`src/shared/dvc_pkg.sv`:
```
// Constants and types for the dual voice codec datapath
package dvc_pkg;
  localparam logic [4:0] IDX_CTL1 = 5'h01;
  localparam logic [4:0] IDX_AGAIN1 = 5'h03;
  localparam logic [4:0] IDX_DGAIN1 = 5'h04;
  localparam logic [4:0] IDX_CTL2 = 5'h06;
  localparam logic [4:0] IDX_AGAIN2 = 5'h08;
  localparam logic [4:0] IDX_DGAIN2 = 5'h09;
  localparam logic [4:0] IDX_XPT1 = 5'h0a;
  localparam logic [4:0] IDX_XPT2 = 5'h0b;
  localparam logic [4:0] IDX_MUTE = 5'h0c;
  localparam logic [4:0] IDX_HPF1 = 5'h0f;
  localparam logic [4:0] IDX_HPF2 = 5'h10;
  localparam int CTL_COMP = 0;
  localparam int CTL_ALAW = 1;
  localparam int CTL_DLB = 2;
  localparam int CTL_ALB = 3;
  localparam int CTL_EN = 4;
  localparam int HPF_BYP = 0;
  localparam int HPF_OVF = 1;
  localparam int XPT_LINE = 4;
  localparam logic [4:0] CTL_RST = 5'h10;
  localparam logic [5:0] GAIN_MAX = 6'h20;
  localparam logic [5:0] GAIN_RST = 6'h18;
  localparam logic [7:0] XPT_RST = 8'h00;
  localparam logic [7:0] MUTE_RST = 8'h00;
  localparam int CLK_KHZ = 200000;
  localparam int OS_KHZ = 1024;
  localparam logic [7:0] OS_DIV = 8'(CLK_KHZ / OS_KHZ);
  localparam int OSR_LOG = 7;
  localparam int ADC_SHIFT = 7;
  localparam int HPF_SHIFT = 6;
  localparam logic [5:0] SLOT_LAST = 6'h0f;
  localparam logic [5:0] FRAME_LAST = 6'h1f;
  localparam logic [5:0] FRAME_END = 6'h20;
  localparam logic [14:0] ADC_MAX = 15'h3fff;
  localparam logic [14:0] ADC_MIN = 15'h4000;
  typedef struct packed {
    logic bclk;
    logic frame_sync;
    logic din;
  } dvc_ser_in_t;
  typedef struct packed {
    logic dout;
    logic dout_oe_n;
  } dvc_ser_out_t;
  typedef struct packed {
    logic cyc;
    logic stb;
    logic we;
    logic [7:0] adr;
    logic [3:0] sel;
    logic [31:0] dat;
  } dvc_wb_req_t;
  typedef struct packed {
    logic ack;
    logic [31:0] dat;
  } dvc_wb_rsp_t;
  typedef struct packed {
    logic [1:0][5:0] adc_gain;
    logic [1:0][5:0] dac_gain;
    logic [1:0][7:0] xpt;
    logic [7:0] mute;
    logic [1:0] dac_mod;
  } dvc_ana_t;
endpackage : dvc_pkg

```
`src/core/dvc_core.sv`:
```
// Serial sample port, filters, companding and control registers
`timescale 1ns/1ps
module dvc_core import dvc_pkg::*; (
  input wire logic mclk_i,
  input wire logic reset_n_i,
  input wire dvc_ser_in_t ser_i,
  input wire logic [1:0] adc_mod_i,
  input wire dvc_wb_req_t wb_i,
  output dvc_wb_rsp_t wb_o,
  output dvc_ser_out_t ser_o,
  output dvc_ana_t ana_o
);
  typedef struct packed {
    logic [1:0] bclk_s;
    logic [1:0] fs_s;
    logic [1:0] din_s;
    logic [1:0][1:0] mod_s;
    logic bclk_q;
    logic [7:0] os_cnt;
    logic [1:0][4:0] ctl;
    logic [1:0] hpf_byp;
    logic [1:0] ovf;
    logic [1:0][15:0] acc;
    logic [1:0][15:0] dc;
    logic [1:0][14:0] adc_w;
    logic [1:0] valid;
    logic act;
    logic rx_act;
    logic [5:0] rise_cnt;
    logic [5:0] fall_cnt;
    logic [15:0] tx_sh;
    logic [15:0] rx_sh;
    logic [1:0][15:0] dac_cur;
    logic [1:0][15:0] dac_step;
    logic [1:0][15:0] sd_acc;
    dvc_ser_out_t ser;
    dvc_wb_rsp_t wb;
    dvc_ana_t ana;
  } dvc_state_t;

  dvc_state_t s_reg;
  dvc_state_t s_next;

  // Companding encoder, 16-bit linear in
  function automatic logic [7:0] dvc_enc(input logic [15:0] x, input logic alaw);
    logic [15:0] m;
    logic [2:0] e;
    logic [3:0] q;
    m = x[15] ? (~x + 16'h0001) : x;
    e = 3'h0;
    if (alaw) begin
      m = m >> 3;
      if (m > 16'h0fff) begin
        m = 16'h0fff;
      end
      for (int i = 1; i < 8; i++) begin
        if (m[i + 4]) begin
          e = 3'(i);
        end
      end
      q = 4'(m >> ((e == 3'h0) ? 1 : int'(e)));
      dvc_enc = {~x[15], e, q} ^ 8'h55;
    end else begin
      m = m >> 2;
      if (m > 16'h1fde) begin
        m = 16'h1fde;
      end
      m = m + 16'h0021;
      for (int i = 0; i < 8; i++) begin
        if (m[i + 5]) begin
          e = 3'(i);
        end
      end
      q = 4'(m >> (int'(e) + 1));
      dvc_enc = ~{x[15], e, q};
    end
  endfunction : dvc_enc

  // Companding decoder, 16-bit linear out
  function automatic logic [15:0] dvc_dec(input logic [7:0] c, input logic alaw);
    logic [7:0] v;
    logic [15:0] t;
    v = alaw ? (c ^ 8'h55) : ~c;
    t = {8'h00, v[3:0], 4'h0};
    if (alaw) begin
      if (v[6:4] == 3'h0) begin
        t = t + 16'h0008;
      end else begin
        t = (t + 16'h0108) << (v[6:4] - 3'h1);
      end
      dvc_dec = v[7] ? t : (~t + 16'h0001);
    end else begin
      t = ((t >> 1) + 16'h0084) << v[6:4];
      t = t - 16'h0084;
      dvc_dec = v[7] ? (~t + 16'h0001) : t;
    end
  endfunction : dvc_dec

  // Outgoing slot word for one codec
  function automatic logic [15:0] dvc_txw(input dvc_state_t s, input int c);
    if (s.ctl[c][CTL_COMP]) begin
      dvc_txw = {s.valid[c], 7'h00, dvc_enc({s.adc_w[c], 1'b0}, s.ctl[c][CTL_ALAW])};
    end else begin
      dvc_txw = {s.valid[c], s.adc_w[c]};
    end
  endfunction : dvc_txw

  logic rise;
  logic fall;
  logic frame;
  logic os_en;
  logic hit;
  logic [4:0] idx;
  logic [16:0] sum;
  logic [15:0] raw;
  logic [15:0] hp;
  logic [15:0] rxw;
  logic [15:0] tgt;
  logic [14:0] word;
  // Overflow raised this cycle; beats a clear
  logic [1:0] ovf_set;

  always_comb begin
    s_next = s_reg;
    sum = 17'h00000;
    raw = 16'h0000;
    hp = 16'h0000;
    rxw = 16'h0000;
    tgt = 16'h0000;
    word = 15'h0000;
    ovf_set = 2'b00;
    s_next.bclk_s = {s_reg.bclk_s[0], ser_i.bclk};
    s_next.fs_s = {s_reg.fs_s[0], ser_i.frame_sync};
    s_next.din_s = {s_reg.din_s[0], ser_i.din};
    for (int c = 0; c < 2; c++) begin
      s_next.mod_s[c] = {s_reg.mod_s[c][0], adc_mod_i[c]};
    end
    s_next.bclk_q = s_reg.bclk_s[1];
    rise = s_reg.bclk_s[1] & ~s_reg.bclk_q;
    fall = ~s_reg.bclk_s[1] & s_reg.bclk_q;
    frame = rise & s_reg.fs_s[1];
    os_en = (s_reg.os_cnt == OS_DIV - 8'h01);
    s_next.os_cnt = os_en ? 8'h00 : s_reg.os_cnt + 8'h01;

    for (int c = 0; c < 2; c++) begin
      // Decimation: integrate one-bit stream between frames
      if (os_en) begin
        if (s_reg.ctl[c][CTL_ALB] ? s_reg.ana.dac_mod[c] : s_reg.mod_s[c][1]) begin
          s_next.acc[c] = s_reg.acc[c] + 16'h0001;
        end else begin
          s_next.acc[c] = s_reg.acc[c] - 16'h0001;
        end
        s_next.dac_cur[c] = s_reg.dac_cur[c] + s_reg.dac_step[c];
        sum = {1'b0, s_reg.sd_acc[c]} + {1'b0, s_reg.dac_cur[c] ^ 16'h8000};
        s_next.sd_acc[c] = sum[15:0];
        s_next.ana.dac_mod[c] = sum[16];
      end
      if (frame) begin
        // Dump once per sample period, so the band follows the frame rate
        raw = 16'($signed(s_reg.acc[c]) <<< ADC_SHIFT);
        if ($signed(raw) >= $signed({1'b0, ADC_MAX})) begin
          word = ADC_MAX;
          s_next.ovf[c] = 1'b1;
          ovf_set[c] = 1'b1;
        end else if ($signed(raw) < $signed({1'b1, ADC_MIN})) begin
          word = ADC_MIN;
        end else begin
          word = raw[14:0];
        end
        hp = {word[14], word} - s_reg.dc[c];
        s_next.dc[c] = s_reg.dc[c] + 16'($signed(hp) >>> HPF_SHIFT);
        if (!s_reg.hpf_byp[c]) begin
          if ($signed(hp) > $signed({1'b0, ADC_MAX})) begin
            word = ADC_MAX;
          end else if ($signed(hp) < $signed({1'b1, ADC_MIN})) begin
            word = ADC_MIN;
          end else begin
            word = hp[14:0];
          end
        end
        s_next.adc_w[c] = word;
        s_next.valid[c] = s_reg.ctl[c][CTL_EN];
        s_next.acc[c] = 16'h0000;
      end
    end

    // Transmit on bit clock rise
    if (frame) begin
      s_next.act = 1'b1;
      s_next.rise_cnt = 6'h00;
      // Slot 0 takes this frame's dump, as slot 1 does
      s_next.tx_sh = dvc_txw(s_next, 0);
    end else if (rise && s_reg.act) begin
      if (s_reg.rise_cnt == FRAME_END) begin
        s_next.act = 1'b0;
        s_next.ser.dout_oe_n = 1'b1;
        s_next.ser.dout = 1'b0;
      end else begin
        s_next.ser.dout = s_reg.tx_sh[15];
        s_next.ser.dout_oe_n = 1'b0;
        s_next.tx_sh = {s_reg.tx_sh[14:0], 1'b0};
        s_next.rise_cnt = s_reg.rise_cnt + 6'h01;
        if (s_reg.rise_cnt == 6'h00) begin
          s_next.rx_act = 1'b1;
          s_next.fall_cnt = 6'h00;
        end
        if (s_reg.rise_cnt == SLOT_LAST) begin
          s_next.tx_sh = dvc_txw(s_reg, 1);
        end
      end
    end

    // Receive on bit clock fall
    if (fall && s_reg.rx_act) begin
      rxw = {s_reg.rx_sh[14:0], s_reg.din_s[1]};
      s_next.rx_sh = rxw;
      s_next.fall_cnt = s_reg.fall_cnt + 6'h01;
      for (int c = 0; c < 2; c++) begin
        if (s_reg.fall_cnt == (c == 0 ? SLOT_LAST : FRAME_LAST)) begin
          tgt = s_reg.ctl[c][CTL_COMP] ? dvc_dec(rxw[7:0], s_reg.ctl[c][CTL_ALAW]) : rxw;
          if (s_reg.ctl[c][CTL_DLB]) begin
            tgt = {s_reg.adc_w[c], 1'b0};
          end
          s_next.dac_step[c] = 16'($signed(tgt - s_reg.dac_cur[c]) >>> OSR_LOG);
        end
      end
      if (s_reg.fall_cnt == FRAME_LAST) begin
        s_next.rx_act = 1'b0;
      end
    end

    // Wishbone classic slave, one wait state
    hit = wb_i.cyc & wb_i.stb & ~s_reg.wb.ack;
    idx = wb_i.adr[6:2];
    s_next.wb.ack = hit;
    s_next.wb.dat = 32'h00000000;
    if (hit && !wb_i.we && wb_i.adr[7] == 1'b0) begin
      case (idx)
        IDX_CTL1: s_next.wb.dat = {27'h0, s_reg.ctl[0]};
        IDX_CTL2: s_next.wb.dat = {27'h0, s_reg.ctl[1]};
        IDX_AGAIN1: s_next.wb.dat = {26'h0, s_reg.ana.adc_gain[0]};
        IDX_AGAIN2: s_next.wb.dat = {26'h0, s_reg.ana.adc_gain[1]};
        IDX_DGAIN1: s_next.wb.dat = {26'h0, s_reg.ana.dac_gain[0]};
        IDX_DGAIN2: s_next.wb.dat = {26'h0, s_reg.ana.dac_gain[1]};
        IDX_XPT1: s_next.wb.dat = {24'h0, s_reg.ana.xpt[0]};
        IDX_XPT2: s_next.wb.dat = {24'h0, s_reg.ana.xpt[1]};
        IDX_MUTE: s_next.wb.dat = {24'h0, s_reg.ana.mute};
        IDX_HPF1: s_next.wb.dat = {30'h0, s_reg.ovf[0], s_reg.hpf_byp[0]};
        IDX_HPF2: s_next.wb.dat = {30'h0, s_reg.ovf[1], s_reg.hpf_byp[1]};
        default: s_next.wb.dat = 32'h00000000;
      endcase
    end
    // Writes need byte lane 0 and the lower half
    if (hit && wb_i.we && wb_i.sel[0] && wb_i.adr[7] == 1'b0) begin
      for (int c = 0; c < 2; c++) begin
        if (idx == (c == 0 ? IDX_CTL1 : IDX_CTL2)) begin
          s_next.ctl[c] = wb_i.dat[4:0];
        end
        if (idx == (c == 0 ? IDX_AGAIN1 : IDX_AGAIN2)) begin
          s_next.ana.adc_gain[c] = (wb_i.dat[5:0] > GAIN_MAX) ? GAIN_MAX : wb_i.dat[5:0];
        end
        if (idx == (c == 0 ? IDX_DGAIN1 : IDX_DGAIN2)) begin
          s_next.ana.dac_gain[c] = (wb_i.dat[5:0] > GAIN_MAX) ? GAIN_MAX : wb_i.dat[5:0];
        end
        if (idx == (c == 0 ? IDX_XPT1 : IDX_XPT2)) begin
          s_next.ana.xpt[c] = wb_i.dat[7:0];
          if (s_reg.ana.xpt[1 - c][XPT_LINE]) begin
            s_next.ana.xpt[c][XPT_LINE] = 1'b0;
          end
        end
        if (idx == (c == 0 ? IDX_HPF1 : IDX_HPF2)) begin
          s_next.hpf_byp[c] = wb_i.dat[HPF_BYP];
          // Write one clears the sticky flag
          if (wb_i.dat[HPF_OVF] && !ovf_set[c]) begin
            s_next.ovf[c] = 1'b0;
          end
        end
      end
      if (idx == IDX_MUTE) begin
        s_next.ana.mute = wb_i.dat[7:0];
      end
    end
  end

  always_ff @(posedge mclk_i) begin
    if (!reset_n_i) begin
      s_reg <= '0;
      s_reg.ser.dout_oe_n <= 1'b1;
      s_reg.ctl <= {CTL_RST, CTL_RST};
      s_reg.ana.adc_gain <= {GAIN_RST, GAIN_RST};
      s_reg.ana.dac_gain <= {GAIN_RST, GAIN_RST};
      s_reg.ana.xpt <= {XPT_RST, XPT_RST};
      s_reg.ana.mute <= MUTE_RST;
    end else begin
      s_reg <= s_next;
    end
  end

  assign wb_o = s_reg.wb;
  assign ser_o = s_reg.ser;
  assign ana_o = s_reg.ana;
endmodule : dvc_core

```
`config.mk`:
```
export PLATFORM = sky130hd
export DESIGN_NAME = dvc_core
export DESIGN_NICKNAME = d
export VERILOG_FILES = /design/src/shared/dvc_pkg.sv /design/src/core/dvc_core.sv
export SDC_FILE = /design/constraint.sdc
export NUM_CORES = 1
export LEC_CHECK = 0
export BUFFER_PORTS_ARGS = -buffer_cell sky130_fd_sc_hd__buf_4
export CAP_MARGIN = 40
export CORE_AREA = 2 2 297 152
export DETAILED_ROUTE_END_ITERATION = 10
export DIE_AREA = 0 0 299 154
export PLACE_DENSITY = 0.76
export SYNTH_ARGS = -nofsm -noshare
export SYNTH_HDL_FRONTEND = slang
export SYNTH_SLANG_ARGS = --single-unit
```
`constraint.sdc`:
```
create_clock -name mclk_i -period 8.25 [get_ports mclk_i]
set_input_delay 0.825 -clock mclk_i [delete_from_list [all_inputs] [get_ports mclk_i]]
set_output_delay 0.825 -clock mclk_i [all_outputs]
set_load 0.01 [all_outputs]
```
======== After elaboration in Yosys (flattened, before gate mapping) ========
Index checks and enable logic that the tools add are counted.
storage, ports and cells
  flip-flop bits (word level) ............. 341
  bits in latches ......................... 0
  bits in writable memories ............... 0
  memory bits (read-only) ................. 0
  input port bits ......................... 54
  output and inout port bits .............. 85
  word-level logic and storage cells ...... 340
  memories ................................ 0
operators by class
  $add $sub $neg .......................... 37
  multipliers ............................. 0
  divide/modulo/power cells ............... 0
  $lt $le $gt $ge ......................... 13
  eq/ne operators ......................... 19
  shifts and indexed selects .............. 8
  mux-type cells .......................... 149
  bitwise gates (word level) .............. 28
  reductions and logical operators ........ 42
operators by type and width
  cell                                                                               count
  16-bit 2-to-1 mux                                                                  46
  15-bit 2-to-1 mux                                                                  15
  3-bit 2-to-1 mux                                                                   44
  16-bit by 1-bit adder with 16-bit output, second input constant                    8
  16-bit inverter                                                                    6
  8-bit one-hot mux with 11 select lines                                             1
  16-bit adder                                                                       4
  16-bit by 15-bit < comparator with 1-bit output, second input constant             4
  16-bit subtractor                                                                  4
  2-bit AND reduction                                                                18
  16-bit by 16-bit adder with 17-bit output                                          2
  16-bit by 6-bit adder with 16-bit output, second input constant                    2
  16-bit by 15-bit >= comparator with 1-bit output, second input constant            2
  16-bit by 15-bit greater-than comparator with 1-bit output, second input constant  2
  8-bit 2-to-1 mux                                                                   4
  10-bit by 3-bit left shift with 16-bit output                                      2
  9-bit by 3-bit left shift with 16-bit output                                       2
  16-bit by 3-bit >> shifter with 4-bit output                                       2
  16-bit by 4-bit >> shifter with 4-bit output                                       2
  16-bit by 1-bit subtractor with 16-bit output, second input constant               2
  16-bit by 8-bit subtractor with 16-bit output, second input constant               2
  5-bit by 4-bit equality test with 1-bit output, second input constant              6
  30-bit 2-to-1 mux                                                                  1
  29-bit 2-to-1 mux                                                                  1
  other kinds (36)                                                                   114

======== Logic depth before layout (Yosys ltp) ========
Gate-level depths: netlist (run 1).
  depth after elaboration ................. 36
  depth in mapped cells ................... 36
  gate-level depth less buffers ........... 31

======== Worst setup path after synthesis (run 1) ========
No wires, ideal clock.
  path kind ............................... reg-to-reg
  from .................................... register s_reg[299] (netlist bit)
  to ...................................... register s_reg[197] (netlist bit)
  setup time .............................. 116 ps
  arrival time ............................ 7472 ps
  data required time ...................... 8134 ps
  setup slack ............................. 661 ps
  stages on the path, launching flop included .. 35
  path buffers ............................ 5
  period minus slack after synthesis ...... 7589 ps
  cells stage by stage .................... dfxtp_1 -> buf_2 -> nand2b_1 -> clkbuf_1 -> ha_1 -> inv_1 -> fa_1 -> a21o_1 -> a311o_1 -> and3_1 -> a211o_1 -> buf_6 -> a311oi_1 -> a211oi_2 -> ha_1 -> clkbuf_1 -> o21ai_0 -> a31oi_1 -> a211o_1 -> a32o_1 -> o31ai_2 -> o2111ai_2 -> o21a_1 -> clkbuf_1 -> nand2_1 -> ha_1 -> or3b_2 -> nand2_1 -> a2bb2oi_1 -> a211oi_1 -> or3_1 -> o311ai_4 -> mux2_4 -> a211o_1 -> a41o_1
between the ends
  longest elaborated chain between the ends .. 35
  elaborated cells between the ends (all ways) .. 56
  classes of those cells .................. 4 x add/sub; 6 x order compare; 2 x shift; 40 x mux; 3 x bitwise; 1 x reduce/logical
RTL lines
  element                                                                                                              line                              source
  from (decl)                                                                                                          dvc_core.sv:41                    dvc_state_t s_reg;
  from (signal assigned)                                                                                               dvc_core.sv:295                   s_reg <= s_next;
  16-bit by 15-bit < comparator with 1-bit output                                                                      dvc_core.sv:165                   end else if ($signed(raw) < $signed({1'b1, ADC_MIN})) begin
  15-bit 2-to-1 mux                                                                                                    dvc_core.sv:165
  15-bit 2-to-1 mux *                                                                                                  dvc_core.sv:161                   if ($signed(raw) >= $signed({1'b0, ADC_MAX})) begin
  15-bit 2-to-1 mux *                                                                                                  dvc_core.sv:158                   if (frame) begin
  16-bit subtractor                                                                                                    dvc_core.sv:170                   hp = {word[14], word} - s_reg.dc[c];
  16-bit by 15-bit < comparator with 1-bit output                                                                      dvc_core.sv:175                   end else if ($signed(hp) < $signed({1'b1, ADC_MIN})) begin
  15-bit 2-to-1 mux                                                                                                    dvc_core.sv:175
  15-bit 2-to-1 mux                                                                                                    dvc_core.sv:173                   if ($signed(hp) > $signed({1'b0, ADC_MAX})) begin
  [... 19 more ...]                                                                                                    n/a
  3-bit 2-to-1 mux, on equally long branches                                                                           dvc_core.sv:101, dvc_core.sv:188
  3-bit 2-to-1 mux / 3-bit logical NOT (equally long branches)                                                         dvc_core.sv:188, dvc_core.sv:61
  3-bit by 1-bit adder with 4-bit output / 3-bit 2-to-1 mux (equally long branches)                                    dvc_core.sv:74, dvc_core.sv:61
  16-bit by 4-bit >> shifter with 4-bit output / 16-bit by 3-bit >> shifter with 4-bit output (equally long branches)  dvc_core.sv:74, dvc_core.sv:61
  8-bit inverter / 4-bit inverter (equally long branches)                                                              n/a
  8-bit 2-to-1 mux                                                                                                     dvc_core.sv:51                    if (alaw) begin
  15-bit 2-to-1 mux *                                                                                                  dvc_core.sv:101                   if (s.ctl[c][CTL_COMP]) begin
  16-bit 2-to-1 mux *                                                                                                  dvc_core.sv:188                   if (frame) begin
Mark *: on every way between the ends. The rest lies on a longest branch, timed or not. The select of a mux whose other input is x is not followed.
A chain may end at the register's enable or synchronous reset.

======== Final worst setup path (run 1) ========
Same ends and word-level chain as after synthesis.

==> metrics, run 1 <==
RSZ-0062 raised after global routing=false; cell area after layout=approximately 28,000 sq um; Die W=299 microns; core area=43,200 sq um; Post-Place Cell Area=26,600 sq um; Largest register FFs=around 240; layout cell share with drive strength beyond 1=0.0867; outcome=completed; most frequent CP cell=nand2_1; drt pass-1 iters=6; FF+latch count, synth=302; Worst-Margin Slew=0.914 ns; Avg WL per Cell=around 18 microns; vias in the first global route=22.9k; Worst Skew=around 0.026 ns; Final HPWL DP=54,500 microns; synthesized cell area=25,900 sq um; library cells used by synthesis=110; clk root buf=clkbuf_16; min-delay worst type=reg -> reg; max incr delay on CP=0.46 ns; RePlAce Congestion=about 1; Syn Area/Cell=between 7 and 8 sq um; post-DR vias/cell=slightly above 6; Critical Path Start Type=register; final setup fails=0; DRC=0; WL final=74,500 microns; number of inserted diodes=0; Starting Density=0.599; Mapped Cells=3,519; drt initial violations=2,321; Max Slew Vio Count=0; dominant synthesized flop cell=dfxtp_1; Period minus WS final=7.69 ns; cts hold-fix bufs=0; Top Ports=about 140; CTS tree=built; R2R setup slack=0.56 ns; Worst Setup End Kind=register; Die Ht=roughly 150 microns; antenna-violating nets left=0; IO Port Bufs=85; LEAKAGE=10.8 nW; maximum fanout along the worst path=10; number of buffers created by CTS=29; CP Class=reg -> reg; register area share after synthesis=0.233; max_cap viols=0; initial antenna violation count=0; Hold Fails Final Rpt=0; synth-to-layout area growth=6.48%; Final period util=0.932; setup TNS=0 ns; peak supply drop=about 0.15 mV; number of synthesized flops with an enable pin=0; fmax=130 MHz; largest net degree at the start of global routing=104; Cell Rows=54; Rel. slew slack=0.381; Worst EP arrival=~8.2 ns; Clock Path Buffers=3; WP data required=8.72 ns; H-tree Lvls=1; Crit-path slowest cell=or3b_2; global-route wire length before repair=118,000 microns; worst hold slack=0.436 ns; Global Route Usage Sum=0.309; CTS clk-pin slew, worst paths=approximately 0.080 ns; Synth async-reset ratio=0; die area=46,000 sq um; total gr overflow=0; worst skew pair latency=0.60 ns; pre-CTS WS=0.570 ns; DR vias=25.1k; synth warn=0; setup ws final=0.558 ns; Power Density=between 100 and 150 nW/um^2; clock tree sinks=302; Final #Nets=3,703
[layout by cell type (no fill, tap or decap), types with 9 or more instances in the layout]
cell	count
nand2_1	423
a21oi_1	388
nor2_1	316
dfxtp_1	301
inv_1	209
ha_1	192
o21ai_0	190
xnor2_1	144
buf_4	143
nand3_1	86
mux2i_1	81
xor2_1	71
nor3_1	59
o211ai_1	50
o21bai_1	40
and2_1	38
a211oi_1	38
o22ai_1	36
a21o_1	34
a31oi_1	32
nor2b_1	31
a22oi_1	30
and3_1	29
clkbuf_16	29
nand2b_1	28
o21a_1	25
or3_1	25
conb_1	24
nand4_1	19
mux2_2	19
a21boi_0	19
nand3b_1	18
nor3b_1	17
o31ai_1	14
a31o_2	13
nor4_1	11
or2_2	11
fa_1	10
a221oi_1	9
o21ai_1	9
[per-stage QoR]
step | util | cells | power [mW]
after global placement | 0.611 | 3992 | 1.67
final | 0.638 | 4058 | 3.12
after global routing | 0.638 | 4058 | 3.20
after detailed placement | 0.615 | 4004 | 1.68
after CTS | 0.638 | 4058 | 3.13
after floorplan | - | 3542 | 1.63
[cells in the mapped netlist (all sizes together) (13+ instances only)]
| cell | number | area (sq um) |
|---|---|---|
| nand2 | 424 | 1590 |
| a21oi | 391 | 1970 |
| nor2 | 316 | 1190 |
| dfxtp | 302 | 6050 |
| inv | 212 | 796 |
| o21ai | 200 | 1000 |
| ha | 192 | 2400 |
| clkbuf | 168 | 631 |
| xnor2 | 145 | 1280 |
| buf | 109 | 768 |
| nand3 | 86 | 430 |
| mux2i | 81 | 811 |
| xor2 | 73 | 654 |
| nor3 | 61 | 328 |
| o211ai | 50 | 375 |
| a211oi | 42 | 343 |
| o21bai | 40 | 300 |
| and2 | 39 | 244 |
| a31oi | 36 | 250 |
| o22ai | 36 | 225 |
| a21o | 34 | 255 |
| nor2b | 31 | 194 |
| a22oi | 30 | 225 |
| and3 | 29 | 181 |
| nand2b | 28 | 175 |
| or3 | 26 | 168 |
| o21a | 25 | 188 |
| a21boi | 20 | 150 |
| mux2 | 20 | 229 |
| nand4 | 19 | 119 |
| nand3b | 18 | 135 |
| nor3b | 17 | 128 |
| o31ai | 16 | 139 |
| a31o | 14 | 123 |
| nor4 | 14 | 87.6 |
| or2 | 13 | 83.8 |
[worst paths after layout]
path               startpoint         end  cells past startpoint
hold / removal    s_next[351]  s_reg[351]                      1
hold reg to reg   s_next[351]  s_reg[351]                      1
setup reg to reg   s_reg[299]  s_reg[197]                     31
setup / recovery   s_reg[299]  s_reg[197]                     31
[area by class of cell]
cell class	count	area [sq um]
clock buffers	38	810
clock inverters	16	200
fillers	3935	15600
inverters	215	812
multi-input cells	2748	17800
flip-flops and latches	302	6050
well taps	588	736
repair buffers	151	1210
[cell families after synthesis]
logic type / share of synthesized area
buf+inv: 0.0851
flops: 0.233
xor+xnor: 0.0746
fa+ha+maj: 0.101
compound gates: 0.258
mux: 0.0436
simple gates: 0.205
other cells: 0.000145
[repair_timing]
| item | CTS | global route |
|---|---|---|
| resized for setup | 0 | 1 |
| buffers inserted | 0 | 0 |
| endpoints found under the setup margin | 0 | 1 |
[power by group]
group          internal (mW)  switching (mW)
Clock                  0.819           0.645
Sequential              1.46         0.00528
Combinational         0.0623           0.121
Total                   2.34           0.771
[routing by layer]
| layer | vias up | track usage | routed length [microns] | part of all wire |
|---|---|---|---|---|
| met1 | 11837 | 0.434 | 33800 | 0.45 |
| met2 | 975 | 0.497 | 32400 | 0.44 |
| met5 | - | 0 | 0 | 0 |
| li1 | 12176 | - | - | - |
| met4 | 0 | 0.0817 | 1940 | 0.026 |
| met3 | 133 | 0.0437 | 6300 | 0.085 |
[worst max-delay path: cells and delay by family (launching register included)]
family                   cells  cell delay [ns]
AO/OA/AOI/OAI               17             4.02
AND/OR/NAND/NOR              8             1.71
adder cells (fa/ha/maj)      3             0.83
flip-flops                   1             0.34
multiplexers                 1             0.33
buffers and inverters        2             0.32
Power figures use the tool's default switching activity.
==> run 2, diff against run 1 <==
--- a/config.mk
+++ b/config.mk
@@ -8,6 +8,7 @@
 export BUFFER_PORTS_ARGS = -buffer_cell sky130_fd_sc_hd__buf_4
 export CAP_MARGIN = 40
 export CORE_AREA = 2 2 297 152
+export CTS_BUF_LIST = sky130_fd_sc_hd__clkbuf_8
 export DETAILED_ROUTE_END_ITERATION = 10
 export DIE_AREA = 0 0 299 154
 export PLACE_DENSITY = 0.76
==> run 2 against run 1 <==
Effect of this change: sequential power about the same; final cell count rose by 0.74%; sequential cell count did not move; global-route usage hardly changed; clock power grew 3%; via count rose by 0.13%; critical path depth fell by 1; largest power group is now the clock network; critical endpoint unchanged.
==> metrics, run 2 (synthesis results as in run 1) <==
outcome=completed; R2R setup slack=0.48 ns (-0.08 ns); global-route wire length before repair=118,000 microns (-0.15%); Reg power frac=0.464 (-0.007); final core occ=0.640 (+0.00200); Final period util=0.942 (+0.00920); Final HPWL DP=54,500 microns (unchanged); Rel. slew slack=0.370 (-0.0106); antenna-violating nets left=0 (unchanged); Critical Path Start Type=register; worst setup path start=s_reg[299]; max incr delay on CP=0.53 ns (+0.07 ns); drt pass-1 iters=6 (unchanged); Top Ports=139 (unchanged); Clock power frac=0.478 (+0.008); Power Density=114 nW/um^2 (+1.2%); CTS tree=built; post-cts resize count=0 (unchanged); Worst Setup End Kind=register; Largest register FFs=235 (unchanged); total gr overflow=0 (unchanged); commonest cells after routing, fill and taps aside=nand2_1 (423), a21oi_1 (388), nor2_1 (316); cts hold-fix bufs=0 (unchanged); core area=43,200 sq um (unchanged); DR vias=25.2k (+0.13%); RR Startpoint=s_reg[299]; WL final=74,400 microns (-0.10%); Period minus WS final=7.77 ns (+0.0759 ns); Worst R2R Path Depth=30 (-3.2%); grt met3 use=0.0490 (+0.00537); CTS clk-pin slew, worst paths=0.07 ns (about the same); hold depth=1 (unchanged); min-delay worst type=reg -> reg; WP data required=8.74 ns (+0.02 ns); number of buffers created by CTS=48 (+66%); Power Internal=2.37 mW (+1.1%); H-tree Lvls=2 (+1); Psw=0.794 mW (+2.9%); CP Class=reg -> reg; max_cap viols=0 (unchanged); Worst-Margin Slew=0.930 ns (+0.0157 ns); Post-CTS Setup Repair Bufs=0 (unchanged); final setup fails=0 (unchanged); vias in the first global route=22.9k (+0.31%); Hold Fails Final Rpt=0 (unchanged); setup TNS=0 ns (unchanged); Max Slew Vio Count=0 (unchanged); number of inserted diodes=0 (unchanged); DRC=0 (unchanged); Starting Density=0.599 (unchanged); most common cell after layout, fill and taps aside=nand2_1; RePlAce Congestion=1.00 (unchanged); Worst Skew=0.0250 ns (-0.00107 ns); Post-Place Cell Area=26,600 sq um (unchanged); synth-to-layout area growth=6.81%; met2 Use GR=0.492 (-0.00540); layout cell share with drive strength beyond 1=0.0923 (+0.00554); Global Route Usage Sum=0.309 (about the same); clock tree sinks=302 (unchanged); worst skew pair latency=0.62 ns (+0.02 ns); IO Port Bufs=85 (unchanged); initial antenna violation count=0 (unchanged); peak supply drop=0.129 mV (-14%); pre-CTS WS=0.570 ns (unchanged); cell area after layout=27,700 sq um (+0.31%); drt initial violations=2,378 (+2.5%); clk root buf=clkbuf_8; Setup crit end=s_reg[197]; Crit-path slowest cell=fa_1; Worst R2R End=s_reg[197]; Avg WL per Cell=18.2 microns (-0.84%); Final #Nets=3,722 (+0.51%); post-DR vias/cell=6.15 (-0.61%); Cell Rows=54 (unchanged); die area=46,000 sq um (unchanged); fmax=129 MHz (-0.98%); RSZ-0062 raised after global routing=false; sw frac=0.251 (+0.00329); maximum fanout along the worst path=14 (+4); Die Ht=154 microns (unchanged); Clock Path Buffers=3 (unchanged); Comb power frac=0.058 (about the same); largest net degree at the start of global routing=104 (unchanged); Worst EP arrival=8.26 ns (+0.10 ns); Die W=299 microns (unchanged); LEAKAGE=10.9 nW (+1.0%); GRT met1 Usage=0.434 (-0.000524); setup ws final=0.482 ns (-0.0759 ns); most used routing layer=met2
-- run 2: cell count changes in the layout (fill, tap and decap cells not counted), sizes merged --
cell	previous run	this run
bufinv	4	6
clkbuf	38	60
clkinv	9	6
inv	213	225
clkinvlp	5	2
-- run 2: metrics by stage --
stage                     instances  hold WS [ns]  power, mW
after floorplan                3542         0.412       1.63
after global routing           4088         0.426       3.25
final                          4088         0.433       3.16
after global placement         3992         0.416       1.67
after CTS                      4088         0.409       3.18
after detailed placement       4004         0.420       1.68
-- run 2: area by class of cell --
type,count,area (sq um)
repair buffers,151,1210
inverters,215,816
clock inverters,24,267
flip-flops and latches,302,6050
clock buffers,60,826
multi-input cells,2748,17800
fillers,3933,15600
well taps,588,736
-- run 2: worst min path at each step --
stage | to | from | slack (ns)
2_1_floorplan | s_next[345] | s_next[355] | 0.41
3_3_place_gp | s_reg[349] | s_next[349] | 0.42
3_5_place_dp | s_reg[351] | s_next[351] | 0.42
4_1_cts | s_next[353] | ser_i[1] | 0.41
5_1_grt | s_next[353] | ser_i[1] | 0.43
6_report | s_reg[353] | s_next[353] | 0.43
-- run 2: critical path: cells and delay by family (launching register included) --
family	cells	cell delay, ns
fa+ha+maj	3	0.94
simple gates	6	1.42
mux	1	0.34
flops	1	0.33
buf+inv	3	0.79
compound gates	17	3.86
-- run 2: layer usage --
layer / share of wire / vias to the layer above
met2: 0.43 / 954
met1: 0.46 / 11833
met4: 0.025 / 0
met5: 0 / -
li1: - / 12236
met3: 0.083 / 130
-- run 2: power by group through the flow --
stage                     sequential (mW)  clock [mW]  combinational (mW)
final                                1.47        1.51               0.183
after floorplan                      1.50           0               0.134
after detailed placement             1.50           0               0.178
after CTS                            1.47        1.53               0.179
after global routing                 1.47        1.59               0.198
after global placement               1.50           0               0.172
